[config.mk]
export PLATFORM = sky130hd
export DESIGN_NAME = converter_trim_dither_regs
export DESIGN_NICKNAME = d
export VERILOG_FILES = /design/src/common/converter_trim_dither_pkg.sv /design/src/hdl/converter_trim_dither_regs.sv
export VERILOG_INCLUDE_DIRS = /design/src /design/src/common
export SDC_FILE = /design/constraint.sdc
export NUM_CORES = 1
export LEC_CHECK = 0
export BUFFER_PORTS_ARGS = -buffer_cell sky130_fd_sc_hd__buf_2
export CAP_MARGIN = 40
export CORE_AREA = 2 2 102 104
export DETAILED_ROUTE_END_ITERATION = 12
export DIE_AREA = 0 0 104 106
export PLACE_DENSITY_LB_ADDON = 0.15
export SYNTH_ARGS = -nofsm -noshare
export SYNTH_HDL_FRONTEND = slang
export SYNTH_SLANG_ARGS = --single-unit
[constraint.sdc]
create_clock -name hclk -period 2.01 [get_ports hclk]
set_input_delay 0 -clock hclk [delete_from_list [all_inputs] [get_ports hclk]]
set_output_delay 0 -clock hclk [all_outputs]
set_load 0.01 [all_outputs]
[src/common/converter_trim_dither_cfg.svh]
// register offsets, field positions and reset values of the trim and dither bank
`ifndef CONVERTER_TRIM_DITHER_CFG_SVH
`define CONVERTER_TRIM_DITHER_CFG_SVH

// register indices; byte address is four times the index
`define IDX_CHAN_A_AMP 10'h07a
`define IDX_CHAN_B_AMP 10'h07b
`define IDX_REF_VOLT 10'h07c
`define IDX_CHAN_A_TERM 10'h07e
`define IDX_CHAN_B_TERM 10'h07f
`define IDX_NOISE_CTRL 10'h09d
`define IDX_LOW_BIT_CTRL 10'h160

// reset values before the fuse load
`define RST_TRIM 8'h00
`define RST_NOISE_CTRL 8'h01
`define RST_LOW_BIT_CTRL 8'h00

// field positions
`define REF_VOLT_MSB 3
`define NOISE_ON_BIT 0
`define NOISE_LEVEL_BIT 1
`define ROUND_ERR_BIT 2
`define MARKER_ON_BIT 0

// sample width
`define SAMPLE_W 12

`endif

[src/common/converter_trim_dither_pkg.sv]
// types shared by the trim and dither register bank
package converter_trim_dither_pkg;

  // factory fuse values presented to the bank
  typedef struct packed {
    logic [7:0] chan_a_amp;
    logic [7:0] chan_b_amp;
    logic [3:0] ref_volt;
    logic [7:0] chan_a_term;
    logic [7:0] chan_b_term;
  } fuse_t;

  // trim values driven to the analog front end
  typedef struct packed {
    logic [7:0] chan_a_amp;
    logic [7:0] chan_b_amp;
    logic [3:0] ref_volt;
    logic [7:0] chan_a_term;
    logic [7:0] chan_b_term;
  } trim_t;

  // noise injection controls
  typedef struct packed {
    logic rounding_error_placement;
    logic noise_injection_level;
    logic noise_injection_on;
  } noise_t;

  // one output sample with its marker
  typedef struct packed {
    logic valid;
    logic marker;
    logic [11:0] data;
  } sample_t;

endpackage

[src/hdl/converter_trim_dither_regs.sv]
// ahb-lite register bank for converter trims, noise injection and sample low-bit marker
//
// Our own choice: the AHB-Lite slave port.
`timescale 1ns/10ps
`include "converter_trim_dither_cfg.svh"

module converter_trim_dither_regs
  import converter_trim_dither_pkg::*;
(
  input wire logic hclk, // bus clock, 50 MHz
  input wire logic hresetn, // asynchronous reset, active low
  input wire logic hsel, // slave select
  input wire logic [31:0] haddr, // byte address
  input wire logic [1:0] htrans, // transfer type
  input wire logic hwrite, // write when high
  input wire logic [2:0] hsize, // transfer size
  input wire logic [31:0] hwdata, // write data
  input wire logic hready, // bus ready in
  output logic hreadyout, // slave ready
  output logic hresp, // always okay
  output logic [31:0] hrdata, // read data
  input wire fuse_t fuse, // factory fuse values
  output trim_t trim, // trims to the front end
  output noise_t noise, // noise injection controls
  input wire sample_t sample_in, // raw converter sample
  input wire logic marker_in, // timestamp marker aligned with sample_in
  output sample_t sample_out // sample with optional marker
);

  // address phase capture
  logic wr_pend_r;
  logic rd_pend_r;
  logic [9:0] idx_r;
  logic [31:0] rdata_r;

  // stored registers
  logic [7:0] chan_a_amp_r;
  logic [7:0] chan_b_amp_r;
  logic [7:0] ref_volt_r;
  logic [7:0] chan_a_term_r;
  logic [7:0] chan_b_term_r;
  logic [7:0] noise_ctrl_r;
  logic [7:0] low_bit_ctrl_r;

  // fuse load pending after reset release
  logic fuse_load_r;

  // sample pipeline, one register per field so each has its own process
  logic valid_r;
  logic marker_r;
  logic [`SAMPLE_W-1:0] data_r;
  logic marker_on;

  // decoded bus terms
  logic take;
  logic [9:0] addr_idx;
  logic wr_now;

  // one write strobe per register, high in that register's write data phase
  logic we_chan_a_amp;
  logic we_chan_b_amp;
  logic we_ref_volt;
  logic we_chan_a_term;
  logic we_chan_b_term;
  logic we_noise_ctrl;
  logic we_low_bit_ctrl;

  // next values of the stored registers and of the read data
  logic [7:0] chan_a_amp_nxt;
  logic [7:0] chan_b_amp_nxt;
  logic [7:0] ref_volt_nxt;
  logic [7:0] chan_a_term_nxt;
  logic [7:0] chan_b_term_nxt;
  logic [7:0] noise_ctrl_nxt;
  logic [7:0] low_bit_ctrl_nxt;
  logic [31:0] rdata_nxt;

  // word index of a byte address
  function automatic logic [9:0] word_index(input logic [31:0] a);
    word_index = a[11:2];
  endfunction

  // true when a write in its data phase targets a given index
  function automatic logic hit(input logic wr, input logic [9:0] cur, input logic [9:0] tgt);
    hit = wr && (cur == tgt);
  endfunction

  // next value of a fuse-loaded trim: a bus write beats the fuse load
  function automatic logic [7:0] trim_next(
    input logic we,
    input logic [7:0] wd,
    input logic load,
    input logic [7:0] fv,
    input logic [7:0] cur
  );
    logic [7:0] n;
    n = cur;
    if (we) begin
      n = wd;
    end else if (load) begin
      n = fv;
    end
    trim_next = n;
  endfunction

  // next value of a register that only software writes
  function automatic logic [7:0] ctrl_next(
    input logic we,
    input logic [7:0] wd,
    input logic [7:0] cur
  );
    ctrl_next = we ? wd : cur;
  endfunction

  // read value of an index, unmapped reads zero
  function automatic logic [31:0] read_mux(
    input logic [9:0] i,
    input logic [7:0] a_amp,
    input logic [7:0] b_amp,
    input logic [7:0] rv,
    input logic [7:0] a_term,
    input logic [7:0] b_term,
    input logic [7:0] nc,
    input logic [7:0] lb
  );
    logic [7:0] v;
    v = 8'h00;
    if (i == `IDX_CHAN_A_AMP) begin
      v = a_amp;
    end else if (i == `IDX_CHAN_B_AMP) begin
      v = b_amp;
    end else if (i == `IDX_REF_VOLT) begin
      v = rv;
    end else if (i == `IDX_CHAN_A_TERM) begin
      v = a_term;
    end else if (i == `IDX_CHAN_B_TERM) begin
      v = b_term;
    end else if (i == `IDX_NOISE_CTRL) begin
      v = nc;
    end else if (i == `IDX_LOW_BIT_CTRL) begin
      v = lb;
    end
    read_mux = {24'h000000, v};
  endfunction

  // accept a nonseq or seq transfer when the bus is ready
  assign take = hsel && htrans[1] && hready;
  assign addr_idx = word_index(haddr);
  assign wr_now = wr_pend_r;

  // zero-wait slave, okay response only; the bank never stretches a transfer,
  // so every access finishes one cycle after its address phase
  assign hreadyout = 1'b1;
  assign hresp = 1'b0;
  assign hrdata = rdata_r;

  // write strobes from the captured data phase index
  always_comb begin
    we_chan_a_amp = hit(wr_now, idx_r, `IDX_CHAN_A_AMP);
    we_chan_b_amp = hit(wr_now, idx_r, `IDX_CHAN_B_AMP);
    we_ref_volt = hit(wr_now, idx_r, `IDX_REF_VOLT);
    we_chan_a_term = hit(wr_now, idx_r, `IDX_CHAN_A_TERM);
    we_chan_b_term = hit(wr_now, idx_r, `IDX_CHAN_B_TERM);
    we_noise_ctrl = hit(wr_now, idx_r, `IDX_NOISE_CTRL);
    we_low_bit_ctrl = hit(wr_now, idx_r, `IDX_LOW_BIT_CTRL);
  end

  // next values; the reference adjust keeps its reserved nibble on a fuse load
  always_comb begin
    chan_a_amp_nxt = trim_next(we_chan_a_amp, hwdata[7:0], fuse_load_r, fuse.chan_a_amp,
      chan_a_amp_r);
    chan_b_amp_nxt = trim_next(we_chan_b_amp, hwdata[7:0], fuse_load_r, fuse.chan_b_amp,
      chan_b_amp_r);
    ref_volt_nxt = trim_next(we_ref_volt, hwdata[7:0], fuse_load_r,
      {ref_volt_r[7:4], fuse.ref_volt}, ref_volt_r);
    chan_a_term_nxt = trim_next(we_chan_a_term, hwdata[7:0], fuse_load_r, fuse.chan_a_term,
      chan_a_term_r);
    chan_b_term_nxt = trim_next(we_chan_b_term, hwdata[7:0], fuse_load_r, fuse.chan_b_term,
      chan_b_term_r);
    noise_ctrl_nxt = ctrl_next(we_noise_ctrl, hwdata[7:0], noise_ctrl_r);
    low_bit_ctrl_nxt = ctrl_next(we_low_bit_ctrl, hwdata[7:0], low_bit_ctrl_r);
  end

  // address phase: a taken transfer opens a data phase on the next cycle;
  // hsize is not decoded, every access is handled as one whole word
  always_ff @(posedge hclk or negedge hresetn) begin
    if (!hresetn) begin
      wr_pend_r <= 1'b0;
      rd_pend_r <= 1'b0;
    end else begin
      wr_pend_r <= take && hwrite;
      rd_pend_r <= take && !hwrite;
    end
  end

  // address phase: remember the target index until the next taken transfer
  always_ff @(posedge hclk or negedge hresetn) begin
    if (!hresetn) begin
      idx_r <= 10'h000;
    end else if (take) begin
      idx_r <= addr_idx;
    end
  end

  // read data is looked up in the address phase and cleared after the data phase,
  // so stale register contents do not linger on the bus;
  // a read that overlaps a write data phase to the same register sees the old value
  always_comb begin
    rdata_nxt = rdata_r;
    if (take && !hwrite) begin
      rdata_nxt = read_mux(addr_idx, chan_a_amp_r, chan_b_amp_r, ref_volt_r,
                           chan_a_term_r, chan_b_term_r, noise_ctrl_r, low_bit_ctrl_r);
    end else if (rd_pend_r) begin
      rdata_nxt = 32'h00000000;
    end
  end

  // read data register
  always_ff @(posedge hclk or negedge hresetn) begin
    if (!hresetn) begin
      rdata_r <= 32'h00000000;
    end else begin
      rdata_r <= rdata_nxt;
    end
  end

  // fuse load runs on the first edge after reset release; the fuse inputs must
  // be settled by then, and a bus write in that same cycle wins
  always_ff @(posedge hclk or negedge hresetn) begin
    if (!hresetn) begin
      fuse_load_r <= 1'b1;
    end else begin
      fuse_load_r <= 1'b0;
    end
  end

  // channel a amplitude adjust
  always_ff @(posedge hclk or negedge hresetn) begin
    if (!hresetn) begin
      chan_a_amp_r <= `RST_TRIM;
    end else begin
      chan_a_amp_r <= chan_a_amp_nxt;
    end
  end

  // channel b amplitude adjust
  always_ff @(posedge hclk or negedge hresetn) begin
    if (!hresetn) begin
      chan_b_amp_r <= `RST_TRIM;
    end else begin
      chan_b_amp_r <= chan_b_amp_nxt;
    end
  end

  // reference voltage adjust; reserved upper nibble is stored as written
  always_ff @(posedge hclk or negedge hresetn) begin
    if (!hresetn) begin
      ref_volt_r <= `RST_TRIM;
    end else begin
      ref_volt_r <= ref_volt_nxt;
    end
  end

  // channel a termination adjust
  always_ff @(posedge hclk or negedge hresetn) begin
    if (!hresetn) begin
      chan_a_term_r <= `RST_TRIM;
    end else begin
      chan_a_term_r <= chan_a_term_nxt;
    end
  end

  // channel b termination adjust
  always_ff @(posedge hclk or negedge hresetn) begin
    if (!hresetn) begin
      chan_b_term_r <= `RST_TRIM;
    end else begin
      chan_b_term_r <= chan_b_term_nxt;
    end
  end

  // noise injection control, reset value turns injection on
  always_ff @(posedge hclk or negedge hresetn) begin
    if (!hresetn) begin
      noise_ctrl_r <= `RST_NOISE_CTRL;
    end else begin
      noise_ctrl_r <= noise_ctrl_nxt;
    end
  end

  // sample low-bit control
  always_ff @(posedge hclk or negedge hresetn) begin
    if (!hresetn) begin
      low_bit_ctrl_r <= `RST_LOW_BIT_CTRL;
    end else begin
      low_bit_ctrl_r <= low_bit_ctrl_nxt;
    end
  end

  // trim values to the front end; reserved bits stay inside the bank
  // and never reach the analog side
  assign trim.chan_a_amp = chan_a_amp_r;
  assign trim.chan_b_amp = chan_b_amp_r;
  assign trim.ref_volt = ref_volt_r[`REF_VOLT_MSB:0];
  assign trim.chan_a_term = chan_a_term_r;
  assign trim.chan_b_term = chan_b_term_r;

  // noise injection fields, each a single bit of the control register;
  // the reserved upper bits are storage only
  assign noise.noise_injection_on = noise_ctrl_r[`NOISE_ON_BIT];
  assign noise.noise_injection_level = noise_ctrl_r[`NOISE_LEVEL_BIT];
  assign noise.rounding_error_placement = noise_ctrl_r[`ROUND_ERR_BIT];

  // marker enable decoded once from the low-bit control
  assign marker_on = low_bit_ctrl_r[`MARKER_ON_BIT];

  // sample valid, one register stage like the data
  always_ff @(posedge hclk or negedge hresetn) begin
    if (!hresetn) begin
      valid_r <= 1'b0;
    end else begin
      valid_r <= sample_in.valid;
    end
  end

  // marker takes the same single stage as the data so their latency matches
  always_ff @(posedge hclk or negedge hresetn) begin
    if (!hresetn) begin
      marker_r <= 1'b0;
    end else begin
      marker_r <= marker_in;
    end
  end

  // sample data, low bit replaced by the marker when enabled
  always_ff @(posedge hclk or negedge hresetn) begin
    if (!hresetn) begin
      data_r <= '0;
    end else if (marker_on) begin
      data_r <= {sample_in.data[`SAMPLE_W-1:1], marker_in};
    end else begin
      data_r <= sample_in.data;
    end
  end

  // output sample; the unused marker field of the raw sample is dropped
  assign sample_out = '{valid: valid_r, marker: marker_r, data: data_r};

endmodule

==> impl_summary.md, run 1 <==
Pwr
The highest ir drop seen on vdd is 0.4416 mV. The leakage power is 0.002958 uW. Total power for the finished layout comes to 3887 uW. The power per cell area is 637.8 mW/mm2.

STA
The total of endpoints with negative setup slack in the final report is 0. Of the available clock period, the critical path in the final layout requires 0.9533. The least setup slack across all paths after layout is 0.09381 ns. At the pin with the least slew margin, the transition time is 0.5809 ns.

The final sum of negative setup slack is 0 ns. Setup repair after global routing left no endpoint under its margin. The tightest hold path in the finished design has a slack of 0.06191 ns. The count of final max-slew check failures is 0. The final-report hold violation count is 0.

The worst path in the final design needs a cycle of 1.916 ns, including I/O delays and setup. Based on the critical path, the design can be clocked at up to 521.9 MHz. Clock skew on the completed layout was measured at 0.01026 ns. The remaining max-slew budget at the tightest pin is 0.6091.

Worst setup path
The required time of the critical path is 2.30 ns. The worst register-to-register path begins at idx_r[8]$_DFFE_PN0P_. The endpoint class of the critical path is a flop. The register-to-register setup slack is 0.16 ns. The startpoint type of the worst setup path is a primary input. Walking the worst path, the cells encountered are dlygate4sd3_1, buf_2, or3b_1, nor3_1, a21boi_0, a2111oi_1, a211oi_2. The maximum fanout count along the critical path is 7. On the worst path, the slowest cell contributes a delay of between 0.5 and 0.6 ns. The number of cell instances on the worst register-to-register path is 5.

The critical setup path kind is primary input to flop. The slowest stage of the critical path is the dlygate4sd3_1 cell. The endpoint of the worst-slack reg-to-reg timing path is ref_volt_r[6]$_DFFE_PN0P_. The data arrival time of the worst path is between 2 and 2.5 ns.

Floorplanning
The die covers 0.01102 mm2. The die boundary height is 106 um. The effective utilization at floorplan is 0.4520. The core region is 0.01000 mm2.

During I/O placement, the number of pins put on the boundary was 212. The standard-cell row count is 37. The die width is 104 um.

Clocking
CTS placed an instance of clkbuf_8 at the clock tree root. The TritonCTS clock tree is built. The clock buffer count from CTS is 9. Clock tree synthesis found a total of between 90 and 100 sinks. The maximum number of buffers from clock root to sink is 2. Clock-pin slew was measured on the worst setup and hold paths at 0.09 ns.

The number of H-tree levels is 3. The later pin in the worst-skew pair is clocked with a latency of 0.37 ns.

Place
Once detailed placement completed, the half-perimeter wirelength came to around 8600 um. Port buffering added 134 buffers. OpenSTA, run right after detailed placement, puts the worst setup slack at 0.1840 ns. At the end of routability-driven placement, the weighted congestion stood at roughly 0.88. The total placed cells including tap cells is 661.

Route
After detailed routing, the average wire length per cell comes to roughly 17 um. The number of violations reported at the end of detailed-routing iteration 0 is 225. Summing over every cut layer, the via total after detailed routing is 3,869. The antenna violation net count after detailed routing is 0. Dividing the detail-routed via count by the number of cells gives 5.200. The final wirelength is 12,480 um.

The first TritonRoute pass finished after 5 iterations. The final routed DRC violation total is 0.

Global routing
After global routing the overflow that remains totals 0. The pin count of the biggest net entering global routing is 47. The via count of the first global-routing pass came to 3,806. The all-layer global routing usage is 0.2324.

The number of antenna violations at the first check in global routing was 0. The first global-routing pass estimated between 15,000 and 20,000 um of wire.

Worst hold path
The type of the most critical hold path is primary input to flop. Counting instances, the worst hold path has a depth of 2. The path with the worst hold slack has its endpoint at idx_r[2]$_DFFE_PN0P_.

The launch instance of the worst min-delay path is haddr[4].

Cells and area
The number of antenna diodes in the final layout is 0. In the final layout, the share of cells above drive strength 1 is 0.3618. Summing all multi-input logic gate instances after layout gives approximately 0.0020 mm2. The finished layout holds approximately 740 standard cells, fillers aside. After the last flow step, the layout net total stands at 728. The sequential cell area is roughly 0.0023 mm2. Fill cells in the final layout number roughly 900. The area growth from synthesis to layout is 34.86%.

Status
The flow ran to the end, and the final reports show no timing, DRC or antenna violations.

Logic synthesis
The number of unique standard cell types used by synthesis is 49. The average instance in the mapped netlist occupies about 11 um2. The dominant register cell in the synthesized netlist is dfrtp_1. The cell area after synthesis is 0.004519 mm2. The Yosys step of the flow raised 0 warnings. The cell count after synthesis is just over 400. The count of flip-flops with a built-in enable after synthesis is 0. In the synthesized netlist the async set-or-reset flop fraction comes to 1.000. The synthesized design contains just over 90 register bits. The share of the Yosys chip area taken by registers is 0.5044.

Flow run
The count of max-cap constraint violations is 0.
cells in the mapped netlist (2+ instances only):
cell / instances / share of area
dfrtp_1: 89 / 0.49
nand4_1: 3 / 0.0042
mux2i_1: 37 / 0.082
a31oi_1: 6 / 0.0083
nor2_1: 17 / 0.014
and3b_1: 2 / 0.0039
o221ai_1: 4 / 0.0078
nor3_1: 6 / 0.0066
nor4_4: 2 / 0.0094
and3_1: 7 / 0.0097
a222oi_1: 3 / 0.0066
or2_2: 2 / 0.0028
buf_2: 6 / 0.0066
nand2_1: 34 / 0.028
a21oi_1: 21 / 0.023
inv_1: 4 / 0.0033
o22ai_1: 2 / 0.0028
clkbuf_1: 10 / 0.0083
nand2b_1: 3 / 0.0042
buf_4: 35 / 0.058
nor3_2: 3 / 0.0066
nand3b_1: 2 / 0.0033
a211oi_2: 2 / 0.0055
o211ai_1: 2 / 0.0033
nor2b_1: 2 / 0.0028
conb_1: 2 / 0.0017
o211a_1: 4 / 0.0089
nand3_1: 2 / 0.0022
a221oi_1: 4 / 0.0078
mux2_2: 40 / 0.10
or4b_1: 2 / 0.0044
o21ai_0: 20 / 0.022
o21ai_1: 6 / 0.0066
dfstp_2: 2 / 0.012
buf_1: 3 / 0.0025
power by group:
group          internal (uW)  switching, uW
clock network            480            636
logic                    354            332
registers               1970            113
total                   2800           1080
layout by cell type (no fill, tap or decap), types with 7 or more instances in the layout:
cell type / instances
mux2_2: 40
nand2_1: 34
buf_2: 133
dfrtp_1: 89
mux2i_1: 37
nor2_1: 17
dlygate4sd3_1: 67
o21ai_0: 20
a21oi_1: 21
clkbuf_8: 10
buf_4: 17
conb_1: 27
and3_1: 7
what timing repair did:
action,in CTS,in global routing
endpoints found under the setup margin,0,1
hold endpoints to repair,114,0
hold buffers,67,0
setup buffers,0,0
resized for setup,0,1
state kept, by name, indices dropped and copies added, names as in the netlist:
signal          flops
low_bit_ctrl_r      8
noise_ctrl_r        8
fuse_load_r         1
valid_r             1
ref_volt_r          8
rd_pend_r           1
wr_now              1
chan_b_term_r       8
data_r             12
chan_a_amp_r        8
chan_b_amp_r        8
hrdata              8
chan_a_term_r       8
idx_r              10
marker_r            1
critical path, delay by kind of cell:
family / cells / cell delay, ns
AO/OA/AOI/OAI: 3 / 0.67
buffers and inverters: 2 / 0.66
AND/OR/NAND/NOR: 2 / 0.87
per-layer routing:
layer / part of all wire / wire, um / GRT usage
met2: 0.49 / 6159 / 0.3844
met5: 0 / 0 / 0
met3: 0.057 / 714 / 0.04047
met4: 0.024 / 304 / 0.08301
met1: 0.42 / 5301 / 0.3094
worst max path at each step:
stage,end,from,cells after the start
3_3_place_gp,ref_volt_r[4]$_DFFE_PN0P_,idx_r[9]$_DFFE_PN0P_,5
6_report,hrdata[2]$_DFFE_PN0P_,haddr[10],7
2_1_floorplan,noise_ctrl_r[1]$_DFFE_PN0P_,idx_r[1]$_DFFE_PN0P_,3
3_5_place_dp,chan_b_term_r[3]$_DFFE_PN0P_,idx_r[8]$_DFFE_PN0P_,5
4_1_cts,hrdata[2]$_DFFE_PN0P_,haddr[10],7
5_1_grt,hrdata[2]$_DFFE_PN0P_,haddr[10],7
logic make-up (layout without fill, tap and decap cells):
| group | count (synthesis) | in the layout | share of synthesized area |
|---|---|---|---|
| and+or+nand+nor | 97 | 97 | 0.1240 |
| AOI/OAI and AO/OA | 77 | 77 | 0.1085 |
| muxes | 77 | 77 | 0.1816 |
| other | 2 | 27 | 0.001662 |
| buffers and inverters | 59 | 239 | 0.07973 |
| DFF | 91 | 91 | 0.5044 |
cell type report:
class	instances	area share
Sequential cell	91	0.3741
Multi-Input combinational cell	278	0.3246
Timing Repair Buffer	218	0.2435
Tap cell	136	0.02792
Clock buffer	13	0.02443
Inverter	5	0.003079
Clock inverter	3	0.002464
metrics by stage:
stage / area [um2] / util
after detailed placement: 5255 / 0.5255
after global placement: 5255 / 0.5255
after CTS: 6090 / 0.6090
after global routing: 6095 / 0.6095
final: 6095 / 0.6095
after floorplan: 4613 / -
(Power assumes the default switching activity.)
==> run 2: changes to the inputs <==
CAP_MARGIN = unset   (was 40)
clock period = 2.2 ns   (was 2.01 ns; I/O delays follow)
==> run 2 against run 1 <==
Routed wire length up 0.23%. First-iteration DRC count down 6.7%. Global-route usage up 0.082 points. Critical path type is now flop to flop. Largest cell class unchanged.
==> impl_summary.md, run 2 (same netlist as run 1, synthesis figures left out) <==
Status
Status: completed (unchanged).

Pwr
The highest ir drop seen on vdd was 0.3870 mV (was 0.4416 mV). The leakage power is 0.003095 uW (was 0.002958 uW). The power after layout is 3842 uW (was 3887 uW). The power per cell area is 603.6 mW/mm2 (was 637.8 mW/mm2).

STA
The final-report hold violation count is 0 (unchanged). The remaining max-slew budget at the tightest pin was 0.5231 (was 0.6091). In the finished design, the share of the clock period the worst path needs comes to 0.9478. RSZ-0062 raised after global routing: true (was false).

The final sum of negative setup slack is 0 ns (unchanged). After layout, the minimum clock period comes to 2.085 ns. The worst clock skew is 0.007410 ns (was 0.01026 ns). The count of final max-slew check failures is 0 (unchanged).

The maximum operating frequency is 479.6 MHz. The total of endpoints with negative setup slack in the final report was 0 (unchanged). The transition time of the tightest slew-check pin is 0.7089 ns (was 0.5809 ns). The least setup slack across all paths after layout was 0.1148 ns (was 0.09381 ns).

Route
The detailed-route vias per instance is 5.043 (was 5.200). The final routed DRC violation total came to 0 (unchanged). The overall via count from detail_route was 3,848 (was 3,869).

The number of search-and-repair iterations in the first detailed-routing pass is 5 (unchanged). The antenna violation net count after detailed routing is 0 (unchanged). The number of violations reported at the end of detailed-routing iteration 0 was 210 (was 225). The final wirelength was 12,510 um (was 12,480 um). The routed length per instance is 16.39 um (was 16.77 um).

Floorplanning
The standard-cell row count was 37 (unchanged). The effective utilization at floorplan is 0.4520 (unchanged). The die boundary height is 106 um (unchanged).

The total die area was 0.01102 mm2 (unchanged). The die width is 104 um (unchanged). The number of top-level design ports is 212 (unchanged).

The area inside the core boundary is 0.01000 mm2 (unchanged).

Cells and area
The most frequent standard cell in the layout excluding fill and tap cells is buf_2 (unchanged). The number of fillers in the final layout is 860 (was 885). The final non-filler cell total came to 763 (was 744). The flip-flop count of the largest register after layout is 12 (unchanged). Top Registers: data_r (12), idx_r (10) (unchanged). The number of antenna repair diodes was 0 (unchanged). The growth of design area from synthesis to finish is 40.86% (was 34.86%).

The register ranked first by flip-flop count is data_r (unchanged). The total number of nets in the final design is 747 (was 728). Most frequent cells in the layout: 133 x buf_2, 89 x dfrtp_1, 83 x dlygate4sd3_1 (was 133 x buf_2, 89 x dfrtp_1, 67 x dlygate4sd3_1).

The share of post-route cells with drive strength above 1 is 0.3525 (was 0.3618). The area of all placed cells without fillers came to 0.006366 mm2 (was 0.006095 mm2).

Clocking
The TritonCTS clock tree is built (unchanged). The maximum number of buffers from clock root to sink came to 2 (unchanged). The clock-pin slew reported for the worst setup and hold paths after clock tree synthesis came to 0.09 ns (about the same).

The total clock sinks was 91 (unchanged). The library cell used as clock root buffer is clkbuf_8 (unchanged). The clock latency reported for the late side of the worst-skew pair is 0.37 ns (about the same).

The clock buffer count from CTS is 9 (unchanged). The number of H-tree levels is 3 (unchanged).

Global routing
The all-layer global routing usage is 0.2333 (was 0.2324). The pin count of the biggest net entering global routing is 45 (was 47). The first-pass GRT wire length is 19,910 um (was 19,800 um). The total congestion overflow after global routing is 0 (unchanged). The number of antenna violations at the first check in global routing is 0 (unchanged).

The via count of the first global-routing pass was 3,879 (was 3,806).

Worst setup path
The endpoint class of the critical path was a flop (unchanged). The slowest cell on the critical path is dlygate4sd3_1 (unchanged). Cell-by-cell trace of the critical path: and4bb_2, nand4_1, nor3_2, buf_4, o21ai_0, dlygate4sd3_1 (was dlygate4sd3_1, buf_2, or3b_1, nor3_1, a21boi_0, a2111oi_1, a211oi_2). The count of buffering cells on the critical path with inverters included is 2 (unchanged). The startpoint type of the worst setup path is a flop (was primary input).

The maximum cell stage delay along the critical path was 0.55 ns (was 0.53 ns). The maximum fanout count along the critical path is 6 (was 7). The data arrival time of the worst path came to 2.34 ns (was 2.21 ns). The cell family contributing the most delay on the critical path is buffers and inverters (was simple AND/OR/NAND/NOR gates). The required time of the critical path is 2.45 ns (was 2.30 ns). The critical setup path kind is flop to flop (was primary input to flop).

Place
The total placed instance area was 0.005260 mm2 (was 0.005255 mm2). The count of port buffers added during placement is 134 (unchanged). The total placed cells including tap cells is 660 (was 661). The placer congestion estimate is 0.8911 (was 0.8816). The pre-CTS setup slack was 0.3450 ns (was 0.1840 ns). The post-DP HPWL was 8697 um (was 8558 um).

Flow run
The count of max-cap constraint violations is 0 (unchanged).

Worst hold path
The type of the most critical hold path is primary input to flop (unchanged).
[run 2: metal layers]
| layer | wire length [um] | track usage |
|---|---|---|
| met1 | 5471 | 0.3037 |
| met2 | 6243 | 0.4008 |
| met3 | 615 | 0.03617 |
| met4 | 177 | 0.07625 |
| met5 | 0 | 0 |
[run 2: final timing paths]
path	startpoint	end	slack, ns	cells after the start
setup / recovery	idx_r[8]$_DFFE_PN0P_	ref_volt_r[1]$_DFFE_PN0P_	0.11	6
hold / removal	hwdata[1]	chan_b_term_r[1]$_DFFE_PN0P_	0.02	3
setup reg to reg	idx_r[8]$_DFFE_PN0P_	ref_volt_r[1]$_DFFE_PN0P_	0.11	6
hold reg to reg	ref_volt_r[7]$_DFFE_PN0P_	ref_volt_r[7]$_DFFE_PN0P_	0.51	1
max in group asynchronous	hresetn	chan_a_amp_r[0]$_DFFE_PN0P_	1.51	3
min in group asynchronous	hresetn	data_r[9]$_DFF_PN0_	0.05	2
[run 2: layout make-up]
cell class / count / area (um2) / area share
clock inverters: 6 / 88.84 / 0.01395
inverters: 5 / 18.77 / 0.002948
well taps: 136 / 170.2 / 0.02673
multi-input cells: 278 / 1978 / 0.3107
repair buffers: 237 / 1703 / 0.2675
flip-flops and latches: 91 / 2280 / 0.3581
clock buffers: 10 / 127.6 / 0.02005
[run 2: per-stage QoR]
stage,util,hold slack (ns)
floorplan,-,-0.2956
global placement,0.5260,-0.09390
CTS,0.6348,0.01421
global route,0.6366,0.03780
finish,0.6366,0.02139
detailed placement,0.5260,-0.08706
[run 2: where the power goes]
part | leakage, uW | switching, uW | internal (uW)
sequential | 0.00111 | 111 | 1800
clock | 0.000103 | 604 | 642
combinational | 0.00188 | 309 | 375
total | 0.00309 | 1020 | 2820
[run 2: worst register-to-register path: stages, from the launching register on]
cell,delay [ns]
dfrtp_1,0.40
and4bb_2,0.35
nand4_1,0.16
nor3_2,0.21
buf_4,0.20
o21ai_0,0.10
dlygate4sd3_1,0.55
[run 2: repair_timing]
item	4_1_cts	5_1_grt
resized for setup	0	6
hold buffers	87	0
endpoints found under the setup margin	0	5
setup buffers	0	0
endpoints found under the hold margin	157	0
==> run 3: changes to the inputs <==
GPL_TIMING_DRIVEN = 0   (was unset)
==> run 3 against run 2 <==
The flow now finishes with violations (negative setup slack). Critical path depth is 1 lower. Maximum frequency decreased by 5.9%. Clock power is 19% lower. Cell area shrank 0.65%. Sequential share of layout area is 0.23 points higher. Worst hold slack improved by 0.0027 ns. Sequential cell count is the same. Combinational power is 1% higher. Via count up 4.1%. Critical path type unchanged.
==> impl_summary.md, run 3 (same netlist as run 1, synthesis figures left out) <==
Floorplanning
The die boundary height came to 106 um (unchanged). The effective utilization at floorplan came to 0.4520 (unchanged). The area inside the core boundary is 0.01000 mm2 (unchanged). The total die area is 0.01102 mm2 (unchanged). The number of top-level design ports is 212 (unchanged). The standard-cell row count is 37 (unchanged).

The die width is 104 um (unchanged).

Route
The number of violations reported at the end of detailed-routing iteration 0 is 277 (was 210). The overall via count from detail_route is 4,007 (was 3,848). The routed length per instance is 16.92 um (was 16.39 um). The detailed-route vias per instance is 5.137 (was 5.043).

The final routed DRC violation total is 0 (unchanged). The number of search-and-repair iterations in the first detailed-routing pass was 4 (was 5). The antenna violation net count after detailed routing is 0 (unchanged). The final wirelength is 13,190 um (was 12,510 um).

Clocking
The clock buffer count from CTS is 9 (unchanged). The total clock sinks is 91 (unchanged). The clock latency reported for the late side of the worst-skew pair is 0.36 ns (was 0.37 ns). The library cell used as clock root buffer is clkbuf_8 (unchanged). The number of H-tree levels is 3 (unchanged). The number of buffers inserted by post-CTS setup repair was 0 (unchanged). The TritonCTS clock tree is built (unchanged). The clock-pin slew reported for the worst setup and hold paths after clock tree synthesis is 0.09 ns (about the same). The maximum number of buffers from clock root to sink came to 2 (unchanged).

Global routing
The first-pass GRT wire length was 20,730 um (was 19,910 um). The total congestion overflow after global routing is 0 (unchanged). The number of antenna violations at the first check in global routing came to 0 (unchanged). The pin count of the biggest net entering global routing is 49 (was 45). The via count of the first global-routing pass came to 4,024 (was 3,879). The all-layer global routing usage was 0.2434 (was 0.2333).

Worst setup path
The startpoint type of the worst setup path is a flop (unchanged). The maximum fanout count along the critical path is 10 (was 6). The endpoint class of the critical path is a flop (unchanged). Cell-by-cell trace of the critical path: and4bb_2, nand4_1, nor3_1, buf_2, mux2_2 (was and4bb_2, nand4_1, nor3_2, buf_4, o21ai_0, dlygate4sd3_1). The data arrival time of the worst path is 2.46 ns (was 2.34 ns). The maximum cell stage delay along the critical path is 0.43 ns (was 0.55 ns). The critical setup path kind was flop to flop (unchanged). The slowest cell on the critical path is nor3_1 (was dlygate4sd3_1). The required time of the critical path was 2.44 ns (was 2.45 ns).

Cells and area
The flip-flop count of the largest register after layout is 12 (unchanged). The number of antenna repair diodes came to 0 (unchanged). The number of fillers in the final layout is 857 (was 860). The final non-filler cell total is 780 (was 763).

The area of all placed cells without fillers is 0.006325 mm2 (was 0.006366 mm2). Top Registers: data_r (12), idx_r (10) (unchanged). The total number of nets in the final design is 764 (was 747).

The register ranked first by flip-flop count is data_r (unchanged). The share of post-route cells with drive strength above 1 is 0.3804 (was 0.3525). The most frequent standard cell in the layout excluding fill and tap cells is buf_2 (unchanged). Most frequent cells in the layout: 138 x buf_2, 89 x dfrtp_1, 67 x dlygate4sd3_1 (was 133 x buf_2, 89 x dfrtp_1, 83 x dlygate4sd3_1). The growth of design area from synthesis to finish came to 39.95% (was 40.86%).

Place
The count of port buffers added during placement was 133 (was 134). The total placed cells including tap cells is 698 (was 660). The post-DP HPWL is 9263 um (was 8697 um).

The pre-CTS setup slack was -0.08870 ns (was 0.3450 ns). The total placed instance area is 0.005479 mm2 (was 0.005260 mm2). The placer congestion estimate was 0.8307 (was 0.8911).

Pwr
The cell-internal power is 2606 uW (was 2819 uW). The power after layout is 3607 uW (was 3842 uW). The sequential power share is 0.528 (was 0.498). The share of total power in the clock network is 0.280 (was 0.324). The power per cell area is 570.3 mW/mm2 (was 603.6 mW/mm2). The highest ir drop seen on vdd is 0.3714 mV (was 0.3870 mV). The total net switching power is 1001 uW (was 1024 uW).

The switching portion of total power is 0.2774 (was 0.2664). The leakage power is 0.003107 uW (was 0.003095 uW). The part of the total power dissipated in combinational logic is 0.192 (was 0.178).

STA
The remaining max-slew budget at the tightest pin is 0.3740 (was 0.5231). The final worst-path cycle share is 1.008 (was 0.9478). The count of final max-slew check failures came to 0 (unchanged). The least setup slack across all paths after layout is -0.01665 ns (was 0.1148 ns). The maximum operating frequency was 451.1 MHz (was 479.6 MHz). The final-report hold violation count is 0 (unchanged). The worst clock skew is 0.01233 ns (was 0.007410 ns).

The total of endpoints with negative setup slack in the final report is 2 (was 0). The time the final worst path needs with I/O delays and setup is 2.217 ns (was 2.085 ns). The transition time of the tightest slew-check pin is 0.9391 ns (was 0.7089 ns).

The final sum of negative setup slack is -0.02340 ns (was 0 ns). RSZ-0062 raised after global routing: true (unchanged).

Worst hold path
The type of the most critical hold path is primary input to flop (unchanged).

Status
The checks that failed: negative setup slack. Status: complete, but fails checks (was completed).

Flow run
The count of max-cap constraint violations is 0 (unchanged).
run 3: cell count changes in the layout (fill, tap and decap cells not counted), moves of 2 or more:
cell	previous run	this run
dlymetal6s4s_1	4	0
buf_1	0	3
dlygate4sd3_1	83	67
buf_12	2	0
buf_2	133	138
bufinv_16	2	0
clkbuf_1	1	11
buf_4	14	36
run 3: critical path, delay by kind of cell (launching register included):
| family | cells | cell delay, ns |
|---|---|---|
| and+or+nand+nor | 3 | 0.94 |
| buffers and inverters | 1 | 0.38 |
| muxes | 1 | 0.37 |
| DFF | 1 | 0.40 |
run 3: power by group through the flow:
stage	registers [uW]	clock network [uW]	logic [uW]
after floorplan	1950	0	294
after global placement	1930	0	577
after detailed placement	1940	0	594
after CTS	1900	1030	687
after global routing	1930	1090	751
final	1910	1010	692
run 3: worst paths after layout:
path                                           start                           to  slack, ns  depth (start not counted)
max in group asynchronous                    hresetn  chan_a_amp_r[0]$_DFFE_PN0P_       1.38                          3
hold reg to reg            ref_volt_r[4]$_DFFE_PN0P_    ref_volt_r[4]$_DFFE_PN0P_       0.51                          1
min in group asynchronous                    hresetn          data_r[2]$_DFF_PN0_       0.18                          2
hold / removal                             htrans[1]         idx_r[0]$_DFFE_PN0P_       0.02                          3
setup reg to reg                idx_r[8]$_DFFE_PN0P_    ref_volt_r[7]$_DFFE_PN0P_      -0.02                          5
setup / recovery                idx_r[8]$_DFFE_PN0P_    ref_volt_r[7]$_DFFE_PN0P_      -0.02                          5
run 3: routing by layer:
| metal | part of all wire | track usage | up-vias | wire length (um) |
|---|---|---|---|---|
| met5 | 0 | 0 | - | 0 |
| met4 | 0.034 | 0.1120 | 0 | 442 |
| met3 | 0.056 | 0.04537 | 30 | 740 |
| met2 | 0.48 | 0.3947 | 162 | 6372 |
| met1 | 0.43 | 0.3181 | 1950 | 5639 |
| li1 | - | - | 1865 | - |
run 3: what timing repair did:
action,CTS,global route
hold endpoints to repair,105,0
endpoints found under the setup margin,9,19
gates resized for setup,2,1
pin swaps,0,1
hold buffers,67,0
run 3: metrics by stage:
step | hold slack [ns] | util
after floorplan | -0.2956 | -
after global placement | 0.1076 | 0.5449
after detailed placement | 0.04387 | 0.5479
after CTS | 0.01974 | 0.6323
after global routing | 0.05643 | 0.6325
final | 0.02406 | 0.6325
run 3: layout make-up:
class,instances,area (um2),share of cell area
Sequential cell,91,2280,0.3604
Multi-Input combinational cell,278,1984,0.3137
Timing Repair Buffer,201,1366,0.2160
Buffer,53,339.1,0.05361
Tap cell,136,170.2,0.02690
Clock buffer,13,148.9,0.02354
Inverter,5,18.77,0.002967
Clock inverter,3,17.52,0.002770
